$ cat src/core/xpd_map.svh
// offsets, field positions and fixed values of the extension decoder
`ifndef XPD_MAP_SVH
`define XPD_MAP_SVH
`define XPD_OP_HI_EXT      4'hE
`define XPD_OP_HI_SECOND   4'hF
`define XPD_OP_ADD         4'h8
`define XPD_OP_SUB         4'h9
`define XPD_OP_PUSH        4'hA
`define XPD_OP_MOVE        4'hB
`define XPD_OP_CALL_VIA_WORKING_REG_WORD  16'h0014
`define XPD_SEL_RET        2'h3
`define XPD_PC_STEP        21'h000002
`define XPD_PTR_RESET      12'h000
`define XPD_IND_LO         12'hFEB
`define XPD_IND_HI         12'hFEF
`define XPD_IND_MASK_A     12'hFE7
`define XPD_IND_MASK_B     12'hFDF
`define XPD_IND_MASK_C     12'hFD7
`endif

$ cat src/core/xpd_pkg.sv
// types of the extension decoder
package xpd_pkg;
	typedef enum logic [1:0] {
		XPD_IDLE    = 2'b00,
		XPD_FLUSH   = 2'b01,
		XPD_MOVE2   = 2'b10
	} xpd_state_t;

	typedef struct packed {
		logic [11:0] addr;
		logic [7:0]  data;
		logic        we;
	} xpd_mem_t;

	typedef struct packed {
		logic        load;
		logic [20:0] target;
		logic        push;
		logic [20:0] push_value;
		logic        pop;
	} xpd_pc_t;
endpackage

$ cat src/core/xpd_decode.sv
// decode and execute of the four extension opcodes (add, subtract, push, move) and the call via working register
`timescale 1ns/1ps
`include "xpd_map.svh"
module xpd_decode
	import xpd_pkg::*;
(
	// clock and reset
	input  wire logic        CLK,
	input  wire logic        NRST,
	// configuration
	input  wire logic        EXT_ENABLE,
	// fetch path
	input  wire logic [15:0] INSTR,
	input  wire logic        INSTR_VALID,
	input  wire logic [20:0] PC,
	// core registers
	input  wire logic [7:0]  WORKING_REG,
	input  wire logic [7:0]  PC_HIGH_LATCH,
	input  wire logic [7:0]  PC_UPPER_LATCH,
	input  wire logic [20:0] TOP_OF_STACK,
	// data memory read
	input  wire logic [7:0]  MEM_RDATA,
	output logic      [11:0] MEM_RADDR,
	// data memory write and pc control
	output xpd_pkg::xpd_mem_t MEM_WR,
	output xpd_pkg::xpd_pc_t  PC_CTRL,
	// status
	output logic        FLUSH,
	output logic        CLAIMED,
	output logic [11:0] PTR0,
	output logic [11:0] PTR1,
	output logic [11:0] PTR2
);
	import xpd_pkg::*;

	typedef struct packed {
		xpd_state_t  state;
		logic        move_abs;
		logic [7:0]  move_data;
		xpd_mem_t    mem;
		xpd_pc_t     pc;
		logic        flush;
	} xpd_regs_t;

	xpd_regs_t   r;
	xpd_regs_t   next_r;
	logic [11:0] ptr [3];
	logic        ptr_we;
	logic [1:0]  ptr_sel;
	logic [11:0] ptr_wdata;
	logic [11:0] src_addr;
	logic [11:0] dst_addr;
	logic [3:0]  op_hi;
	logic [3:0]  op_mid;
	logic [1:0]  sel;
	logic [11:0] lit6;
	logic        ext_op;
	logic        is_addsub;
	logic        is_ret;
	logic        is_call_via_working_reg;
	logic        is_second;
	logic        src_ind;
	logic        dst_ind;

	function automatic logic is_indirect(input logic [11:0] a);
		logic win0;
		logic win1;
		logic win2;
		// indirect access registers of the three pointers, one window each
		win0        = a >= `XPD_IND_LO && a <= `XPD_IND_HI;
		win1        = (a & `XPD_IND_MASK_A) == a && a[11:3] == 9'h1FC;
		win2        = (a & `XPD_IND_MASK_B) == a && a[11:3] == 9'h1FB;
		is_indirect = win0 || win1 || win2;
	endfunction

	// pointer writes land at the taking edge, so back-to-back forms see fresh values
	xpd_ptr_file u_ptr (
		.clk   (CLK),
		.nrst  (NRST),
		.we    (ptr_we),
		.sel   (ptr_sel),
		.wdata (ptr_wdata),
		.ptr   (ptr)
	);

	assign op_hi  = INSTR[15:12];
	assign op_mid = INSTR[11:8];
	assign sel    = INSTR[7:6];
	assign lit6   = {6'h00, INSTR[5:0]};
	assign ext_op = EXT_ENABLE && INSTR_VALID && op_hi == `XPD_OP_HI_EXT &&
		(op_mid == `XPD_OP_ADD || op_mid == `XPD_OP_SUB ||
		op_mid == `XPD_OP_PUSH || op_mid == `XPD_OP_MOVE);
	assign src_addr  = ptr[2] + {5'h00, INSTR[6:0]};
	assign dst_addr  = ptr[2] + {5'h00, INSTR[6:0]};
	assign MEM_RADDR = src_addr;

	assign is_addsub = op_mid == `XPD_OP_ADD || op_mid == `XPD_OP_SUB;
	assign is_ret    = ext_op && is_addsub && sel == `XPD_SEL_RET;
	assign is_call_via_working_reg  = EXT_ENABLE && INSTR_VALID && INSTR == `XPD_OP_CALL_VIA_WORKING_REG_WORD;
	assign is_second = op_hi == `XPD_OP_HI_SECOND;
	// lookups built once here rather than in every case arm
	assign src_ind   = is_indirect(src_addr);
	assign dst_ind   = is_indirect(dst_addr);

	always_comb begin
		next_r           = r;
		next_r.mem.we    = 1'b0;
		next_r.pc        = '0;
		next_r.flush     = 1'b0;
		ptr_we           = 1'b0;
		ptr_sel          = 2'h2;
		ptr_wdata        = ptr[2];
		CLAIMED          = 1'b0;
		case (r.state)
			XPD_IDLE: begin
				if (ext_op) begin
					CLAIMED = 1'b1;
					case (op_mid)
						`XPD_OP_ADD, `XPD_OP_SUB: begin
							// no flags are touched; wrap falls out of 12-bit width
							ptr_we  = 1'b1;
							ptr_sel = (sel == `XPD_SEL_RET) ? 2'h2 : sel;
							ptr_wdata = (op_mid == `XPD_OP_ADD) ?
								ptr[ptr_sel] + lit6 :
								ptr[ptr_sel] - lit6;
							if (is_ret) begin
								next_r.pc.load   = 1'b1;
								next_r.pc.target = TOP_OF_STACK;
								next_r.pc.pop    = 1'b1;
								next_r.flush     = 1'b1;
								next_r.state     = XPD_FLUSH;
							end
						end
						`XPD_OP_PUSH: begin
							next_r.mem.we   = 1'b1;
							next_r.mem.addr = ptr[2];
							next_r.mem.data = INSTR[7:0];
							ptr_we          = 1'b1;
							ptr_wdata       = ptr[2] - 12'h001;
						end
						default: begin
							// source read now; indirect regs give zero
							next_r.move_abs  = ~INSTR[7];
							next_r.move_data = src_ind ? 8'h00 : MEM_RDATA;
							next_r.state     = XPD_MOVE2;
						end
					endcase
				end else if (is_call_via_working_reg) begin
					CLAIMED                = 1'b1;
					next_r.pc.push         = 1'b1;
					next_r.pc.push_value   = PC + `XPD_PC_STEP;
					next_r.pc.load         = 1'b1;
					next_r.pc.target       = {PC_UPPER_LATCH[4:0], PC_HIGH_LATCH,
						WORKING_REG};
					next_r.flush           = 1'b1;
					next_r.state           = XPD_FLUSH;
				end
			end
			XPD_MOVE2: begin
				// second word; only a valid 1111 word completes the move
				if (INSTR_VALID) begin
					CLAIMED = 1'b1;
					next_r.state = XPD_IDLE;
					if (is_second) begin
						next_r.mem.data = r.move_data;
						if (r.move_abs) begin
							next_r.mem.addr = INSTR[11:0];
							next_r.mem.we   = 1'b1;
						end else begin
							next_r.mem.addr = dst_addr;
							next_r.mem.we   = ~dst_ind;
						end
					end else begin
						// a stray word ends the move unwritten; the core loses that word
						next_r.mem.we = 1'b0;
					end
				end
			end
			XPD_FLUSH: begin
				// fetched word here is thrown away
				// claimed so the core cannot run it as a base opcode
				CLAIMED      = INSTR_VALID;
				next_r.state = XPD_IDLE;
			end
			default: begin
				next_r.state = XPD_IDLE;
			end
		endcase
	end

	always_ff @(posedge CLK or negedge NRST) begin
		if (!NRST) begin
			r <= '0;
		end else begin
			r <= next_r;
		end
	end

	assign MEM_WR  = r.mem;
	assign PC_CTRL = r.pc;
	assign FLUSH   = r.flush;
	assign PTR0    = ptr[0];
	assign PTR1    = ptr[1];
	assign PTR2    = ptr[2];
endmodule

$ cat src/core/xpd_ptr_file.sv
// three 12-bit pointer registers with one update port
`timescale 1ns/1ps
`include "xpd_map.svh"
module xpd_ptr_file (
	// clock and reset
	input  wire logic        clk,
	input  wire logic        nrst,
	// update
	input  wire logic        we,
	input  wire logic [1:0]  sel,
	input  wire logic [11:0] wdata,
	// read data, registered
	output logic [11:0] ptr [3]
);
	genvar i;
	generate
		for (i = 0; i < 3; i++) begin : g_ptr
			always_ff @(posedge clk or negedge nrst) begin
				if (!nrst) begin
					ptr[i] <= `XPD_PTR_RESET;
				end else if (we && sel == 2'(i)) begin
					ptr[i] <= wdata;
				end
			end
		end
	endgenerate
endmodule

$ cat config.mk
export PLATFORM = sky130hd
export DESIGN_NAME = xpd_decode
export DESIGN_NICKNAME = d
export VERILOG_FILES = /design/src/core/xpd_pkg.sv /design/src/core/xpd_decode.sv /design/src/core/xpd_ptr_file.sv
export VERILOG_INCLUDE_DIRS = /design/src /design/src/core
export SDC_FILE = /design/constraint.sdc
export NUM_CORES = 1
export LEC_CHECK = 0
export BUFFER_PORTS_ARGS = -buffer_cell sky130_fd_sc_hd__buf_2
export CORE_ASPECT_RATIO = 0.9
export CORE_UTILIZATION = 55
export DETAILED_ROUTE_END_ITERATION = 7
export PLACE_DENSITY = 0.83
export SLEW_MARGIN = 20
export SYNTH_ARGS = -nofsm -noshare
export SYNTH_HDL_FRONTEND = slang
export SYNTH_HIERARCHICAL = 1
export SYNTH_SLANG_ARGS = --single-unit
$ cat constraint.sdc
create_clock -name CLK -period 4.75 [get_ports CLK]
set_input_delay 0.475 -clock CLK [delete_from_list [all_inputs] [get_ports CLK]]
set_output_delay 0.475 -clock CLK [all_outputs]
set_load 0.05 [all_outputs]
== After elaboration in Yosys (flattened, before gate mapping) ==
Index checks and enable logic that the tools add are counted.
W data, S select, Z words.
Word-level totals
  logic and storage cells: 118
  output and inout bits: 116
  bits of input ports: 94
  register bits: 114
Cells by class
  add/sub/neg operators: 5
  muxes and demuxes: 43
  magnitude comparators: 3
  equal/unequal tests: 21
  reduce and logical (&&, ||, !) cells: 26
  bitwise logic cells: 5
Operators with widths (number)
  $mux W22: 4
  $mux W12: 6
  $mux W21: 3
  $mux W46: 1
  $mux W44: 1
  $pmux W21 S2: 1
  $bmux W12 S2: 1
  $eq A4 B4 Y1 const B: 6
  $pmux W12 S2: 1
  $add A21 B2 Y21 const B: 1
  $mux W2: 10
  $mux W20: 1
  $eq A9 B9 Y1 const B: 2
  $eq A16 B5 Y1 const B: 1
  $add A12 B6 Y12: 1
  $add A12 B7 Y12: 1
  $ge A12 B12 Y1 const B: 1
  $le A12 B12 Y1 const B: 1
  $logic_and A1 B1 Y1: 12
  $sub A12 B1 Y12 const B: 1
  $sub A12 B6 Y12: 1
  $mux W1: 10
  $mux W8: 1
  $ne A2 B2 Y1 const B: 4
  other kinds (17): 31

== Depth between registers and ports, before layout ==
  depth in word-level cells: 11
  gate-level depth with buffers: 13
  depth with buffers taken out: 13

== Modules after synthesis ==
The synthesis kept the hierarchy.
Modules (own cells, without submodules)
  xpd_decode: area each 5829.3 um2, times used 1, sequential area each 1926.8 um2, cells an instance 684
  xpd_ptr_file: area each 1356.3 um2, times used 1, sequential area each 900.9 um2, cells an instance 78

== Least setup slack after synthesis ==
No wires, ideal clock.
  kind: input to register
  start: input port INSTR[6]
  end: register u_ptr/ptr[34] in the netlist's numbering
  data arrival time: 3.341 ns
  cell stages on the path: 13
  slack: 1.284 ns
  cell sequence: clkbuf_1 -> buf_1 -> mux2i_1 -> o21ai_0 -> ha_1 -> fa_1 -> a211oi_1 -> o21ai_0 -> a21oi_1 -> o21ai_0 -> xnor2_1 -> o21ai_0 -> mux2_2
On the way
  word-level cells in the longest chain between the ends: 11
Ends and longest elaborated chain
  start, declared: RTL line xpd_decode.sv:13  | input wire logic [15:0] INSTR,
  $eq A2 B2 Y1 (no source line)
  $mux W2 *: RTL line xpd_decode.sv:122  | ptr_sel = (sel == `XPD_SEL_RET) ? 2'h2 : sel;
  $not A2 Y3 (implied by the code) *: RTL line xpd_decode.sv:124, xpd_decode.sv:125
  $bmux W12 S2 *: RTL line xpd_decode.sv:124, xpd_decode.sv:125
  $mux W12 (implied by the code) * (2 in a row): RTL line xpd_decode.sv:124, xpd_decode.sv:125
  $sub A12 B6 Y12 or $add A12 B6 Y12 (tied branches): RTL line xpd_decode.sv:125, xpd_decode.sv:124
  $mux W12 *: RTL line xpd_decode.sv:123  | ptr_wdata = (op_mid == `XPD_OP_ADD) ?
  $pmux W12 S2 *: RTL line xpd_decode.sv:118  | case (op_mid)
  $mux W12 *: RTL line xpd_decode.sv:116  | if (ext_op) begin
  $mux W12 *: RTL line xpd_decode.sv:114  | case (r.state)
  net ptr_wdata[10]: RTL line xpd_decode.sv:50  | logic [11:0] ptr_wdata;
  end signal, assigned by index: RTL line xpd_ptr_file.sv:20  | ptr[i] <= `XPD_PTR_RESET;
  end signal, assigned by index: RTL line xpd_ptr_file.sv:22  | ptr[i] <= wdata;
  end, declared: RTL line xpd_ptr_file.sv:13  | output logic [11:0] ptr [3]
The timed path passes the listed nets; every way through them passes the cells marked *. The select of a mux whose other input is x is not followed.
A chain may end at the register's enable or synchronous reset.

== Worst setup path after layout ==
  start: input port INSTR[6]
  end: register u_ptr/ptr[20] in the netlist's numbering
The elaborated chain is that of the path after synthesis.

==> results by group <==
Run status
  – Status: finished clean

Die
  – Number of standard-cell rows in the floorplan: 39
  – Horiz. Die Dim: 122 microns
  – Die area: 13500 sq um
  – Starting density of the core: 56.4%
  – Core ar.: 12700 sq um
  – Number of top-level pins: 210
  – Die H: 110 microns

Final layout
  – Share of cells above drive strength 1: 32.6%
  – Fraction of the core area covered by cells at the end of the flow: 65.9%
  – Final net count: 1014
  – Signed area change from the synthesized netlist to the final layout: 16.8%

Placement
  – Detailed Place HPWL: 13.9 mm
  – PortBufs: 206
  – Gpl congestion: 0.901

Yosys
  – Multiplexer share of the synthesized area: 8.50%
  – Commonest register cell after synthesis: sky130_fd_sc_hd__dfrtp_1
  – Distinct cell type count of the synthesized netlist: 67
  – Net count after synthesis: 882
  – Area fraction in and, or, nand and nor cells after synthesis: 16.3%
  – Complex-gate fraction of the synthesized area: 16.9%
  – Synth Area in XOR/XNOR: 4.39%
  – Yosys warning count: 6
  – Post-synth EDFFs: 0
  – Part of the Yosys area used for sequential elements: 39.4%
  – Share of flip-flops with an asynchronous set or reset after synthesis: 100%
  – Number of synthesized register bits: 113
  – Post-synthesis share of cell area spent on full adders, half adders and majority gates: 4.74%
  – Largest family of logic cells by synthesized area: compound AO/OA/AOI/OAI gates
  – Avg Synthesized Cell Area: 9.43 sq um
  – Number of cells produced by synthesis: 762
  – Post-synth design cell area: 7190 sq um

GRT
  – Largest net degree at the start of global routing: 76
  – Vias in the first global route: 5758
  – Wire length of the first global-routing pass: 29.9 mm
  – Global-route total usage across every layer: 29.0%
  – Antenna violations before repair: 1
  – GRT Residual Overflow: 0

CTS
  – H-tree Lvls: 4
  – Post-CTS Hold Fix Bufs: 0
  – CTS Buf Count: 17
  – CTS tree: yes
  – Root Buffer Master: sky130_fd_sc_hd__clkbuf_16
  – CTS clock-pin slew for the worst setup and hold paths: 0.05 ns
  – Worst-skew pair later-pin latency: 0.41 ns
  – Post-cts gate resize count: 0
  – Number of buffers between clock root and the deepest sink: 2
  – Number of clock sinks: 113
  – Post-CTS setup buffers: 0

Timing
  – Clock period minus worst slack: 3.38 ns
  – Highest attainable clock frequency: 0.296 GHz
  – Relative slew slack: 35.8%
  – Final worst-path cycle share: 71.2%
  – Hold Violations, Final: 0
  – Unrepaired setup endpoints after global routing: no
  – Worst setup skew after layout: 0.00892 ns
  – Worst-margin pin slew: 0.962 ns
  – Max-slew violation count: 0
  – Total Negative Setup Slacks: 0 ns
  – Final number of setup-violating endpoints: 0
  – Worst hold slack across all endpoints: 0.218 ns

Worst setup path
  – Top fanout value on the critical path: 17
  – Critical setup path kind: input pin to register
  – Category of the worst setup path capture point: register
  – Reg-to-reg slack, setup: 1.61 ns
  – Worst setup SP type: input pin
  – CP arrival: 3.73 ns
  – Required time of the critical path: 5.10 ns

Drt
  – Detailed-route via count: 6237
  – Vias per inst: 5.82
  – Number of DRC markers after the initial detailed-route iteration: 563
  – Total detailed-routing wirelength: 19.1 mm
  – Remaining antenna violation count: 0
  – DR WL/cell: 17.9 microns
  – Detailed-route DRC error count: 0
  – Drt first pass iters: 5

Hold path
  – Worst min-delay path class: input pin to asynchronous set/reset pin

Flow run
  – Number of maximum-capacitance violations: 0

Power
  – Pwr Density: 295 nW/um^2
  – Leak Pwr: 4.31 nW
  – Maximum VDD drop: 260 uV
## cell usage in the layout (no fill, tap or decap), types with 9 or more instances in the layout
master	count
sky130_fd_sc_hd__clkbuf_16	17
sky130_fd_sc_hd__nand2_1	49
sky130_fd_sc_hd__ha_1	24
sky130_fd_sc_hd__xor2_1	16
sky130_fd_sc_hd__mux2_2	40
sky130_fd_sc_hd__nor2_1	71
sky130_fd_sc_hd__o21ai_0	65
sky130_fd_sc_hd__dfrtp_1	113
sky130_fd_sc_hd__nand4_1	9
sky130_fd_sc_hd__xnor2_1	20
sky130_fd_sc_hd__nor3_1	18
sky130_fd_sc_hd__a21oi_1	26
sky130_fd_sc_hd__a22oi_1	14
sky130_fd_sc_hd__nand3_1	18
sky130_fd_sc_hd__inv_1	19
sky130_fd_sc_hd__mux2i_1	16
sky130_fd_sc_hd__a22o_1	21
sky130_fd_sc_hd__buf_2	205
## kinds of logic after synthesis
group                    Yosys count
flip-flops                       113
multiplexers                      56
buffers and inverters            118
AO/OA/AOI/OAI                    181
adder cells (fa/ha/maj)           26
AND/OR/NAND/NOR                  232
XOR/XNOR                          36
## synth_stat cells, drive strengths merged, types with 7 or more instances
cell type / instances / area [sq um]
xnor2: 20 / 175
a22oi: 14 / 105
a21o: 7 / 53.8
nor3: 20 / 105
mux2i: 16 / 160
nand3: 18 / 90.1
inv: 19 / 71.3
and2: 8 / 53.8
dfrtp: 113 / 2830
buf: 74 / 543
nor4: 8 / 50.1
ha: 24 / 300
nor2: 71 / 267
a22o: 21 / 184
o21a: 7 / 52.6
or3: 7 / 43.8
mux2: 40 / 450
nand2: 49 / 184
a21oi: 27 / 139
nand4: 9 / 56.3
xor2: 16 / 140
clkbuf: 25 / 95.1
o21ai: 66 / 330
## path summary, 6_finish.rpt
check | start | endpoint | cells after the start
setup / recovery | INSTR[6] | u_ptr/ptr[20]$_DFFE_PN0P_ | 12
hold / removal | NRST | PC_CTRL[36]$_DFF_PN0_ | 1
setup reg to reg | u_ptr/ptr[12]$_DFFE_PN0P_ | u_ptr/ptr[20]$_DFFE_PN0P_ | 11
hold reg to reg | MEM_WR[17]$_DFFE_PN0P_ | MEM_WR[17]$_DFFE_PN0P_ | 2
max in group asynchronous | NRST | u_ptr/ptr[28]$_DFFE_PN0P_ | 2
min in group CLK | PC[1] | PC_CTRL[2]$_DFF_PN0_ | 2
## final cells by class
type                            instances  area, sq um
Antenna cell                            1         2.50
Clock buffer                           26          499
Multi-Input combinational cell        531         3660
Timing Repair Buffer                  212         1080
Sequential cell                       113         2830
Inverter                               19         71.3
Fill cell                            1062         4340
Clock inverter                          5         52.6
Tap cell                              164          205
## worst max-delay path: stages
cell                       delay [ns]
sky130_fd_sc_hd__buf_2           0.45
sky130_fd_sc_hd__mux2i_1         0.32
sky130_fd_sc_hd__o21ai_0         0.11
sky130_fd_sc_hd__ha_1            0.25
sky130_fd_sc_hd__fa_1            0.43
sky130_fd_sc_hd__a211oi_1        0.38
sky130_fd_sc_hd__o21ai_0         0.27
sky130_fd_sc_hd__a21oi_1         0.25
sky130_fd_sc_hd__o21bai_1        0.10
sky130_fd_sc_hd__xnor2_1         0.12
sky130_fd_sc_hd__o21ai_0         0.33
sky130_fd_sc_hd__mux2_2          0.23
## flip-flops by register name (all words and copies together), names as in the netlist
signal	flops
PC_CTRL	44
u_ptr/ptr	36
MEM_WR	21
r	11
FLUSH	1
## per-layer routing
metal	vias to the layer above	GRT usage, %	wire length [microns]	part of all wire (%)
li1	2932	-	-	-
met1	2999	41.0	8630	45
met3	40	6.04	1180	6.2
met2	266	42.4	8740	46
met5	-	0	0	0
met4	0	13.1	580	3.0
## through the flow
step	cells	total power, mW	area (sq um)	setup WS (ns)
floorplan	762	1.19	7190	1.28
global placement	1039	1.30	7840	1.19
detailed placement	1039	1.30	7840	1.10
CTS	1070	2.49	8390	1.38
global route	1071	2.57	8390	1.16
finish	1071	2.48	8390	1.37
## where the power goes
| group | switching, mW | total [mW] | internal [mW] |
|---|---|---|---|
| sequential | 0.00921 | 0.985 | 0.975 |
| combinational | 0.200 | 0.304 | 0.104 |
| clock | 0.420 | 1.19 | 0.768 |
| total | 0.629 | 2.48 | 1.85 |
No activity file was read; power rests on OpenSTA's default activity.
